[config.mk]
export PLATFORM = sky130hd
export DESIGN_NAME = mcs_regs
export DESIGN_NICKNAME = d
export VERILOG_FILES = /design/src/mcs_pkg.sv /design/src/mcs_regs.sv
export VERILOG_INCLUDE_DIRS = /design/src
export SDC_FILE = /design/constraint.sdc
export NUM_CORES = 1
export LEC_CHECK = 0
export BUFFER_PORTS_ARGS = -buffer_cell sky130_fd_sc_hd__buf_4
export CAP_MARGIN = 10
export CORE_MARGIN = 5
export CORE_UTILIZATION = 49
export DETAILED_ROUTE_END_ITERATION = 16
export PLACE_DENSITY = 0.71
export SLEW_MARGIN = 15
export SYNTH_ARGS = -nofsm -noshare
export SYNTH_HDL_FRONTEND = slang
export SYNTH_SLANG_ARGS = --single-unit
[constraint.sdc]
create_clock -name CLK_I -period 3.53 [get_ports CLK_I]
set_clock_uncertainty 0.15 [all_clocks]
set_input_delay 0.1765 -clock CLK_I [delete_from_list [all_inputs] [get_ports CLK_I]]
set_output_delay 0.1765 -clock CLK_I [all_outputs]
set_load 0.02 [all_outputs]
[src/mcs_params.svh]
// Constants for the modem command and status register bank.
// Assumes inclusion by bare name; definitions only.
`ifndef MCS_PARAMS_SVH
`define MCS_PARAMS_SVH

// Register indices as seen by the rack and the two protocol ports
`define MCS_IDX_COMMAND 4'h1
`define MCS_IDX_STATUS 4'h2
`define MCS_IDX_PORT_BAUD 4'h3
`define MCS_IDX_LINE_BAUD 4'h4
`define MCS_IDX_DIAL_PTR 4'h5
`define MCS_IDX_ERROR 4'h6
`define MCS_IDX_PASSWORD 4'h7
`define MCS_IDX_LAST_PWD 4'h8
`define MCS_IDX_RESERVED 4'h9

// Bit positions in command and status words (bit 1 is position 0)
`define MCS_B_CONNECT 0
`define MCS_B_RTS_CTS 1
`define MCS_B_MULTIDROP 2
`define MCS_B_TRANSPARENT 3
`define MCS_B_AUTO_ANSWER 4
`define MCS_B_RADIO_KEY 5
`define MCS_B_WATCHDOG 6
`define MCS_B_PPAR_NONE 7
`define MCS_B_PPAR_ODD 8
`define MCS_B_LPAR_NONE 9
`define MCS_B_LPAR_ODD 10
`define MCS_B_PORT_CRC 11
`define MCS_B_LINE_CRC 12
`define MCS_B_LEASED 13
`define MCS_B_TWO_WIRE_HOOK 14
`define MCS_B_RING 15

// Error word flag positions (bit 7 and bit 2, counted from 1)
`define MCS_E_PORT_PAR 6
`define MCS_E_LINE_PAR 1

// Reset values
`define MCS_RST_WORD 16'h0000
`define MCS_PAR_EVEN 2'h0

// Valid range of the phone-number pointer
`define MCS_DIAL_PTR_MIN 16'h000A
`define MCS_DIAL_PTR_MAX 16'h0800

`endif

[src/mcs_pkg.sv]
// Types shared by the modem command and status register bank.
// Assumes mcs_params.svh is on the include path.
package mcs_pkg;

    // One register write from one source
    typedef struct packed {
        logic en;           // Write strobe, one cycle
        logic [3:0] idx;    // Register index
        logic [15:0] data;  // Write data
    } mcs_wr_t;

    // Effective operating settings driven to the modem core
    typedef struct packed {
        logic multidrop;    // Multidrop operation
        logic transparent;  // AT-command transparent mode
        logic originate;    // Auto-answer disabled
        logic watchdog_en;  // Dial-input watchdog on
        logic [1:0] port_par; // Port parity {odd, none}
        logic [1:0] line_par; // Line parity {odd, none}
        logic port_crc;     // Port frame check is CRC
        logic line_crc;     // Line frame check is CRC
        logic leased;       // Leased-line operation
        logic two_wire;     // Two-wire leased line
    } mcs_cfg_t;

    // Hook control states, one-hot
    typedef enum logic [2:0] {
        HK_ON = 3'h1,
        HK_OFF = 3'h2,
        HK_DIAL = 3'h4
    } mcs_hook_t;

endpackage : mcs_pkg

[src/mcs_regs.sv]
// Command/status register bank of the line modem module.
// Assumes one 25 MHz clock, synchronous reset, and that modem pins
// (carrier, CTS, dial input, ring) arrive asynchronously.
//
// Operation
// - PLC writes command word through rack addressing
// - Status word is read-only to PLC
// - Act only on command bit changes
// - Status word always shows live settings
// - Connect bit falling hangs up in dial-up
// - Connect rising goes off hook, dials valid
// - Status bit 1 shows carrier detect
// - Command bit 2 set asserts RTS
// - Command bit 2 cleared drops RTS
// - Status bit 2 mirrors CTS input
// - Bit 3 point-to-point or multidrop
// - Bit 4 native or transparent mode
// - Bit 5 auto-answer or originate
// - Bit 6 drives radio key relay
// - Bit 7 watchdog; status shows dial input
// - Bits 8-9 encode port parity
// - Bits 10-11 encode line parity
// - Bit 12 port frame check select
// - Bit 13 line frame check select
// - Bit 14 dial-up or leased line
// - Bit 15 wire count or hook state
// - Invalid parity means even, sets error flag
// - Multidrop needs transparent and leased mode
`timescale 1ns/1ps
`include "mcs_params.svh"

module mcs_regs
    import mcs_pkg::*;
(
    input wire logic CLK_I,            // 25 MHz clock
    input wire logic SRST_I,           // Synchronous reset, high
    input wire mcs_wr_t RACK_WR_I,     // PLC write over rack
    input wire mcs_wr_t PORT_WR_I,     // Serial data port write
    input wire mcs_wr_t LINE_WR_I,     // Modem line port write
    input wire logic [3:0] RACK_RADDR_I, // PLC read index
    output logic [15:0] RACK_RDATA_O,  // PLC read data, one cycle late
    input wire logic CARRIER_I,        // Carrier detect pin
    input wire logic CTS_I,            // Serial port CTS pin
    input wire logic DIAL_IN_I,        // Front-panel dial input pin
    input wire logic RING_I,           // Line ringing pin
    output logic RTS_O,                // Serial port RTS
    output logic RADIO_KEY_O,          // Radio key relay drive
    output logic OFF_HOOK_O,           // Line off hook
    output logic DIAL_START_O,         // Pulse: dial stored number
    output logic HANG_UP_O,            // Pulse: disconnect now
    output mcs_cfg_t CFG_O             // Effective settings
);

    // Parity field fix-up: both bits set falls back to even
    function automatic logic [1:0] mcs_par_fix(input logic [1:0] f);
        logic [1:0] r;
        r = (&f) ? `MCS_PAR_EVEN : f;
        return r;
    endfunction : mcs_par_fix

    // Pointer check for a valid stored number block
    function automatic logic mcs_ptr_ok(input logic [15:0] p);
        logic ok;
        ok = (p >= `MCS_DIAL_PTR_MIN) && (p <= `MCS_DIAL_PTR_MAX);
        return ok;
    endfunction : mcs_ptr_ok

    // Input synchronisers: stage 1 feeds only stage 2
    logic [3:0] pin_s1_reg;            // First stage
    logic [3:0] pin_s2_reg;            // Second stage, safe to read
    logic dial_prev_reg;               // Dial input, one cycle older
    logic ring_prev_reg;               // Ring input, one cycle older
    logic carrier_q;                   // Synchronised carrier
    logic cts_q;                       // Synchronised CTS
    logic dial_q;                      // Synchronised dial input
    logic ring_q;                      // Synchronised ring

    // Register storage
    logic [15:0] cmd_reg;              // Last command word written
    logic [15:0] port_baud_reg;        // Port baud rate code
    logic [15:0] line_baud_reg;        // Line baud rate code
    logic [15:0] dial_ptr_reg;         // Phone-number pointer
    logic [15:0] err_reg;              // Error word
    logic [15:0] err_next;             // Next error word
    logic [15:0] pwd_reg;              // Access password
    logic [15:0] last_pwd_reg;         // Last password received
    logic [15:0] rdata_reg;            // Registered read data
    logic [15:0] status_w;             // Live status word

    // Effective settings and actuators
    mcs_cfg_t cfg_reg;                 // Current settings
    mcs_cfg_t cfg_next;                // Settings after this write
    logic rts_reg;                     // RTS drive
    logic rts_next;                    // Next RTS drive
    logic key_reg;                     // Radio key relay
    logic key_next;                    // Next relay state
    logic hang_reg;                    // Hang-up pulse

    // Hook control
    mcs_hook_t hk_reg;                 // Hook state
    mcs_hook_t hk_next;                // Next hook state
    logic hang_next;                   // Hang-up pulse next

    // Write arbitration and change detection
    mcs_wr_t wsel;                     // Winning write this cycle
    logic wsel_rack;                   // Winner is the PLC
    logic cmd_wr;                      // Command word written
    logic [15:0] chg;                  // Bits that change value
    logic conn_rise;                   // Connect bit goes to one
    logic conn_fall;                   // Connect bit goes to zero
    logic dial_rise;                   // Dial input turned on
    logic dial_fall;                   // Dial input turned off
    logic ring_rise;                   // Ringing began

    assign carrier_q = pin_s2_reg[0];
    assign cts_q = pin_s2_reg[1];
    assign dial_q = pin_s2_reg[2];
    assign ring_q = pin_s2_reg[3];

    // Two-flop synchronisers and edge history
    always_ff @(posedge CLK_I) begin
        if (SRST_I) begin
            pin_s1_reg <= 4'h0;
            pin_s2_reg <= 4'h0;
            dial_prev_reg <= 1'b0;
            ring_prev_reg <= 1'b0;
        end else begin
            pin_s1_reg <= {RING_I, DIAL_IN_I, CTS_I, CARRIER_I};
            pin_s2_reg <= pin_s1_reg;
            dial_prev_reg <= dial_q;
            ring_prev_reg <= ring_q;
        end
    end

    assign dial_rise = dial_q & ~dial_prev_reg;
    assign dial_fall = ~dial_q & dial_prev_reg;
    assign ring_rise = ring_q & ~ring_prev_reg;

    // One writer per cycle: rack first, then data port, then line port
    always_comb begin
        wsel = '0;
        wsel_rack = 1'b0;
        if (RACK_WR_I.en) begin
            wsel = RACK_WR_I;
            wsel_rack = 1'b1;
        end else if (PORT_WR_I.en) begin
            wsel = PORT_WR_I;
        end else if (LINE_WR_I.en) begin
            wsel = LINE_WR_I;
        end
    end

    // Command write and per-bit change mask against the shared copy
    assign cmd_wr = wsel.en && (wsel.idx == `MCS_IDX_COMMAND);
    assign chg = cmd_wr ? (wsel.data ^ cmd_reg) : 16'h0000;
    assign conn_rise = chg[`MCS_B_CONNECT] & wsel.data[`MCS_B_CONNECT];
    assign conn_fall = chg[`MCS_B_CONNECT] & ~wsel.data[`MCS_B_CONNECT];

    // Command word copy, shared by all three writers
    always_ff @(posedge CLK_I) begin
        if (SRST_I) begin
            cmd_reg <= `MCS_RST_WORD;
        end else if (cmd_wr) begin
            cmd_reg <= wsel.data;
        end
    end

    // Plain configuration registers; any source may write them
    always_ff @(posedge CLK_I) begin
        if (SRST_I) begin
            port_baud_reg <= `MCS_RST_WORD;
            line_baud_reg <= `MCS_RST_WORD;
            dial_ptr_reg <= `MCS_RST_WORD;
            pwd_reg <= `MCS_RST_WORD;
        end else if (wsel.en) begin
            case (wsel.idx)
                `MCS_IDX_PORT_BAUD: begin
                    port_baud_reg <= wsel.data;
                end
                `MCS_IDX_LINE_BAUD: begin
                    line_baud_reg <= wsel.data;
                end
                `MCS_IDX_DIAL_PTR: begin
                    dial_ptr_reg <= wsel.data;
                end
                `MCS_IDX_PASSWORD: begin
                    pwd_reg <= wsel.data;
                end
                default: begin
                    // Read-only, reserved and unmapped: no change
                end
            endcase
        end
    end

    // Last password: read-only to the PLC, loaded by the protocol ports
    always_ff @(posedge CLK_I) begin
        if (SRST_I) begin
            last_pwd_reg <= `MCS_RST_WORD;
        end else if (wsel.en && !wsel_rack && (wsel.idx == `MCS_IDX_LAST_PWD)) begin
            last_pwd_reg <= wsel.data;
        end
    end

    // Settings follow only the command bits that changed
    always_comb begin
        cfg_next = cfg_reg;
        rts_next = rts_reg;
        key_next = key_reg;
        err_next = err_reg;
        if (chg[`MCS_B_RTS_CTS]) begin
            rts_next = wsel.data[`MCS_B_RTS_CTS];
        end
        if (chg[`MCS_B_TRANSPARENT]) begin
            cfg_next.transparent = wsel.data[`MCS_B_TRANSPARENT];
        end
        if (chg[`MCS_B_AUTO_ANSWER]) begin
            cfg_next.originate = wsel.data[`MCS_B_AUTO_ANSWER];
        end
        if (chg[`MCS_B_RADIO_KEY]) begin
            key_next = wsel.data[`MCS_B_RADIO_KEY];
        end
        if (chg[`MCS_B_WATCHDOG]) begin
            cfg_next.watchdog_en = wsel.data[`MCS_B_WATCHDOG];
        end
        if (chg[`MCS_B_PPAR_NONE] | chg[`MCS_B_PPAR_ODD]) begin
            // Port parity field, bad code falls back to even
            cfg_next.port_par = mcs_par_fix(wsel.data[`MCS_B_PPAR_ODD:`MCS_B_PPAR_NONE]);
            err_next[`MCS_E_PORT_PAR] = &wsel.data[`MCS_B_PPAR_ODD:`MCS_B_PPAR_NONE];
        end
        if (chg[`MCS_B_LPAR_NONE] | chg[`MCS_B_LPAR_ODD]) begin
            // Line parity field, same handling
            cfg_next.line_par = mcs_par_fix(wsel.data[`MCS_B_LPAR_ODD:`MCS_B_LPAR_NONE]);
            err_next[`MCS_E_LINE_PAR] = &wsel.data[`MCS_B_LPAR_ODD:`MCS_B_LPAR_NONE];
        end
        if (chg[`MCS_B_PORT_CRC]) begin
            cfg_next.port_crc = wsel.data[`MCS_B_PORT_CRC];
        end
        if (chg[`MCS_B_LINE_CRC]) begin
            cfg_next.line_crc = wsel.data[`MCS_B_LINE_CRC];
        end
        if (chg[`MCS_B_LEASED]) begin
            cfg_next.leased = wsel.data[`MCS_B_LEASED];
        end
        if (chg[`MCS_B_TWO_WIRE_HOOK]) begin
            cfg_next.two_wire = wsel.data[`MCS_B_TWO_WIRE_HOOK];
        end
        if (chg[`MCS_B_MULTIDROP] | chg[`MCS_B_TRANSPARENT] | chg[`MCS_B_LEASED]) begin
            cfg_next.multidrop = wsel.data[`MCS_B_MULTIDROP];
        end
        // Multidrop dropped when not transparent or not leased
        if (!cfg_next.transparent || !cfg_next.leased) begin
            cfg_next.multidrop = 1'b0;
        end
    end

    // Settings, actuators and error word
    always_ff @(posedge CLK_I) begin
        if (SRST_I) begin
            cfg_reg <= '0;
            rts_reg <= 1'b0;
            key_reg <= 1'b0;
            err_reg <= `MCS_RST_WORD;
        end else begin
            cfg_reg <= cfg_next;
            rts_reg <= rts_next;
            key_reg <= key_next;
            err_reg <= err_next;
        end
    end

    // Hook control: connect bit, dial input and ringing
    always_comb begin
        hk_next = hk_reg;
        hang_next = 1'b0;
        case (hk_reg)
            HK_ON: begin
                // Off hook on connect edge, dial input, or answered ring
                if (!cfg_reg.leased && (conn_rise || dial_rise ||
                    (ring_rise && !cfg_reg.originate))) begin
                    if (mcs_ptr_ok(dial_ptr_reg) && (conn_rise || dial_rise)) begin
                        hk_next = HK_DIAL;
                    end else begin
                        hk_next = HK_OFF;
                    end
                end
            end
            HK_DIAL: begin
                // One-cycle dial request, then hold off hook
                hk_next = HK_OFF;
            end
            HK_OFF: begin
                if (cfg_reg.leased) begin
                    // Leased line has no hook: release quietly
                    hk_next = HK_ON;
                end else if (conn_fall || dial_fall) begin
                    hk_next = HK_ON;
                    hang_next = 1'b1;
                end
            end
            default: begin
                hk_next = HK_ON;
            end
        endcase
    end

    // Hook state and hang-up pulse
    always_ff @(posedge CLK_I) begin
        if (SRST_I) begin
            hk_reg <= HK_ON;
            hang_reg <= 1'b0;
        end else begin
            hk_reg <= hk_next;
            hang_reg <= hang_next;
        end
    end

    // Live status word, built from present state every cycle
    always_comb begin
        status_w = 16'h0000;
        status_w[`MCS_B_CONNECT] = carrier_q;
        status_w[`MCS_B_RTS_CTS] = cts_q;
        status_w[`MCS_B_MULTIDROP] = cfg_reg.multidrop;
        status_w[`MCS_B_TRANSPARENT] = cfg_reg.transparent;
        status_w[`MCS_B_AUTO_ANSWER] = cfg_reg.originate;
        status_w[`MCS_B_RADIO_KEY] = key_reg;
        status_w[`MCS_B_WATCHDOG] = dial_q;
        status_w[`MCS_B_PPAR_ODD:`MCS_B_PPAR_NONE] = cfg_reg.port_par;
        status_w[`MCS_B_LPAR_ODD:`MCS_B_LPAR_NONE] = cfg_reg.line_par;
        status_w[`MCS_B_PORT_CRC] = cfg_reg.port_crc;
        status_w[`MCS_B_LINE_CRC] = cfg_reg.line_crc;
        status_w[`MCS_B_LEASED] = cfg_reg.leased;
        // Wire count in leased mode, hook state in dial-up
        status_w[`MCS_B_TWO_WIRE_HOOK] = cfg_reg.leased ? cfg_reg.two_wire : (hk_reg != HK_ON);
        // Ringing shown only until the line goes off hook
        status_w[`MCS_B_RING] = ring_q & (hk_reg == HK_ON) & ~cfg_reg.leased;
    end

    // Rack read port, one cycle of latency; status never writable
    always_ff @(posedge CLK_I) begin
        if (SRST_I) begin
            rdata_reg <= 16'h0000;
        end else begin
            case (RACK_RADDR_I)
                `MCS_IDX_COMMAND: begin
                    rdata_reg <= cmd_reg;
                end
                `MCS_IDX_STATUS: begin
                    rdata_reg <= status_w;
                end
                `MCS_IDX_PORT_BAUD: begin
                    rdata_reg <= port_baud_reg;
                end
                `MCS_IDX_LINE_BAUD: begin
                    rdata_reg <= line_baud_reg;
                end
                `MCS_IDX_DIAL_PTR: begin
                    rdata_reg <= dial_ptr_reg;
                end
                `MCS_IDX_ERROR: begin
                    rdata_reg <= err_reg;
                end
                `MCS_IDX_PASSWORD: begin
                    rdata_reg <= pwd_reg;
                end
                `MCS_IDX_LAST_PWD: begin
                    rdata_reg <= last_pwd_reg;
                end
                default: begin
                    // Reserved and unmapped read as zero
                    rdata_reg <= 16'h0000;
                end
            endcase
        end
    end

    // Outputs
    assign RACK_RDATA_O = rdata_reg;
    assign RTS_O = rts_reg;
    assign RADIO_KEY_O = key_reg;
    assign OFF_HOOK_O = ~hk_reg[0];
    assign DIAL_START_O = hk_reg[2];
    assign HANG_UP_O = hang_reg;
    assign CFG_O = cfg_reg;

endmodule : mcs_regs

==> summary.md <==
| Metric | Value |
|---|---|
| Final wirelength | `18.29 mm` |
| Synth Cell Area | `0.006206 sq mm` |
| Launching point of the worst reg2reg path | `dial_ptr_reg[7]` |
| Pwr/cell area | `525.2 mW/mm^2` |
| DR vias | `5729` |
| Most frequent cell after synthesis | `dfxtp_1` |
| Grt ovf | `0` |
| Reg-to-reg slack, setup | `1540 ps` |
| Core Footprint | `0.01252 sq mm` |
| Top-area cell type share of the netlist area | `45.81%` |
| Net count, final | `863` |
| Register area | `0.002843 sq mm` |
| HPWL Detailed | `12.73 mm` |
| CTS resizes | `0` |
| Postcts setup bufs | `0` |
| Peak VDD IR | `468.8 uV` |
| Final setup fails | `0` |
| Antenna violations before repair | `0` |
| Die footprint | `0.01502 sq mm` |
| Hold_buf cts | `9` |
| Starting Density | `49.58%` |
| # fillers | `1083` |
| FP Rows | `41` |
| Slew HR | `33.30%` |
| Least-Margin Pin Slew | `999.8 ps` |
| Post-layout minimum cycle time | `2217 ps` |
| First drt pass iteration count | `8` |
| Clock tree root buffer cell | `clkbuf_16` |
| Fin cells | `975` |
| CP Capture Type | `register` |
| TritonCTS clock tree | `built` |
| RSZ-0062 raised after global routing | `no` |
| Wire length per cell | `18.76 um` |
| Clock Latency Late Sink | `410 ps` |
| Multi-input logic area | `0.003127 sq mm` |
| Post-synth EDFFs | `0` |
| Crit path launch type | `primary input` |
| CTS H-tree lvls | `4` |
| Initial DRC count | `586` |
| First-pass GRT wire length | `29.26 mm` |
| Worst-path fanout max | `34` |
| Synth Flop Type | `dfxtp_1` |
| Syn Area/Cell | `9.126 sq um` |
| Largest net degree at the start of global routing | `67` |
| CTS Buf Count | `17` |
| DR DRC count | `0` |
| # placed instances | `934` |
| Data required, critical path | `3660 ps` |
| Clk buf depth | `2` |
| Yosys warnings | `0` |
| Ranking of synthesized cells by area | `dfxtp_1 46%, mux2i_1 11%, nor2_1 5.9%, a21oi_1 4.4%, a222oi_1 2.9%` |
| Via/cell ratio | `5.876` |
| Synthesis-stage register bit count | `142` |
| Max Cap Viol | `0` |
| GPL Wtd Cong | `0.8531` |
| Tcrit/Tclk final | `62.81%` |
| CP startpoint | `RACK_WR_I[20]` |
| # IOs | `106` |
| DRT antenna net count | `0` |
| Syn_nets | `753` |
| Cells after Synth | `680` |
| Top cells by count, synth | `142 x dfxtp_1, 98 x nor2_1, 69 x mux2i_1, 55 x a21oi_1, 43 x nand2_1` |
| Kind of critical path | `in -> reg` |
| Slew Viols, Final | `0` |
| Area Growth Syn to Fin | `27.60%` |
| Hold Path End | `last_pwd_reg[6]` |
| Hold WC Path Type | `in -> reg` |
| Hold depth | `3` |
| Final count of hold timing violations | `0` |
| Clock transition at the registers of the reported paths | `60 ps` |
| Sink Count | `142` |
| Worst r2r dst | `hk_reg[1]` |
| R2R depth | `5` |
| Vias in the first global route | `5750` |
| Inserted Diodes | `0` |
| Peak Freq | `0.4510 GHz` |
| CP arrival | `2340 ps` |
| Pleak | `0.003002 uW` |
| Total Routing Usage GR | `25.09%` |
| Post-route setup TNS | `0 ps` |
| Share of cells above drive strength 1 | `22.04%` |
| Die height | `122.5 um` |
| Buffers on Ports | `105` |
| HP Start | `PORT_WR_I[6]` |
| Async S/R FF share, synth | `0%` |
| Yosys top cell by area | `dfxtp_1` |
| Status | `finished clean` |
| Die width | `122.5 um` |
| Library cells used by synthesis | `55` |
| Seq/Total Area, Yosys | `45.81%` |
placed cells by master (no fill, tap or decap), drive strengths merged, types with 10 or more instances in the layout:
cell type	synthesis	layout
nor2b	19	19
mux2i	69	69
o21a	10	10
nand3b	13	13
a222oi	18	18
o21ai	17	17
a31oi	20	20
buf	13	130
inv	12	13
nor3	12	12
a22oi	24	24
a21oi	57	57
nand2	43	43
nor2	99	99
dfxtp	142	142
a211oi	14	14
clkbuf	35	19
critical path, cell delays in order:
cell and delay [ps]:
buf_4 280, inv_2 170, o2bb2ai_2 330, or4b_1 530, buf_4 270, a21oi_2 260
mux2i_1 260, nor2_1 50
final cells by class:
cell class	count	share of cell area, %
clock buffers	19	5.467
clock inverters	13	2.402
repair buffers	139	13.46
well taps	172	2.718
flip-flops and latches	142	35.90
inverters	12	0.5688
multi-input cells	478	39.48
per-stage QoR:
step	setup WS (ps)	hold slack (ps)	instance area, sq um	utilization, %	total power, uW
detailed placement	926.2	250.5	7206	57.57	2304
floorplan	1314	154.7	6206	-	2089
CTS	1323	4.297	7919	63.26	4176
global placement	1003	242.1	7206	57.57	2287
global route	1144	21.90	7919	63.26	4321
finish	1313	7.416	7919	63.26	4159
per-layer routing:
| metal | track usage (%) | up-vias | part of all wire [%] | wire, um |
|---|---|---|---|---|
| li1 | - | 2709 | - | - |
| met1 | 30.49 | 2751 | 41 | 7481 |
| met2 | 42.63 | 224 | 49 | 8951 |
| met3 | 4.885 | 45 | 6.5 | 1181 |
| met4 | 12.04 | 0 | 3.7 | 672 |
| met5 | 0 | - | 0 | 0 |
worst max path at each step:
stage	slack (ps)	end	cells after the start
finish	1310	CFG_O[7]	8
global route	1140	CFG_O[7]	8
CTS	1320	CFG_O[7]	8
detailed placement	930	hk_reg[0]	7
global placement	1000	hk_reg[0]	7
floorplan	1310	hk_reg[0]	7
cells by family (layout without fill, tap and decap cells):
kind of cell	after synthesis	count (layout)	synth area share, %
AO/OA/AOI/OAI	186	186	20.95
XOR/XNOR	6	6	0.8468
buffers and inverters	60	183	4.093
flip-flops	142	142	45.81
multiplexers	69	69	11.13
AND/OR/NAND/NOR	217	217	17.18
power by group:
group / switching (uW) / internal (uW) / total (uW)
clock: 688 / 1190 / 1870
sequential: 57.7 / 1670 / 1730
combinational: 313 / 245 / 558
total: 1060 / 3100 / 4160
Note: power is estimated with default switching activity, not from simulation.
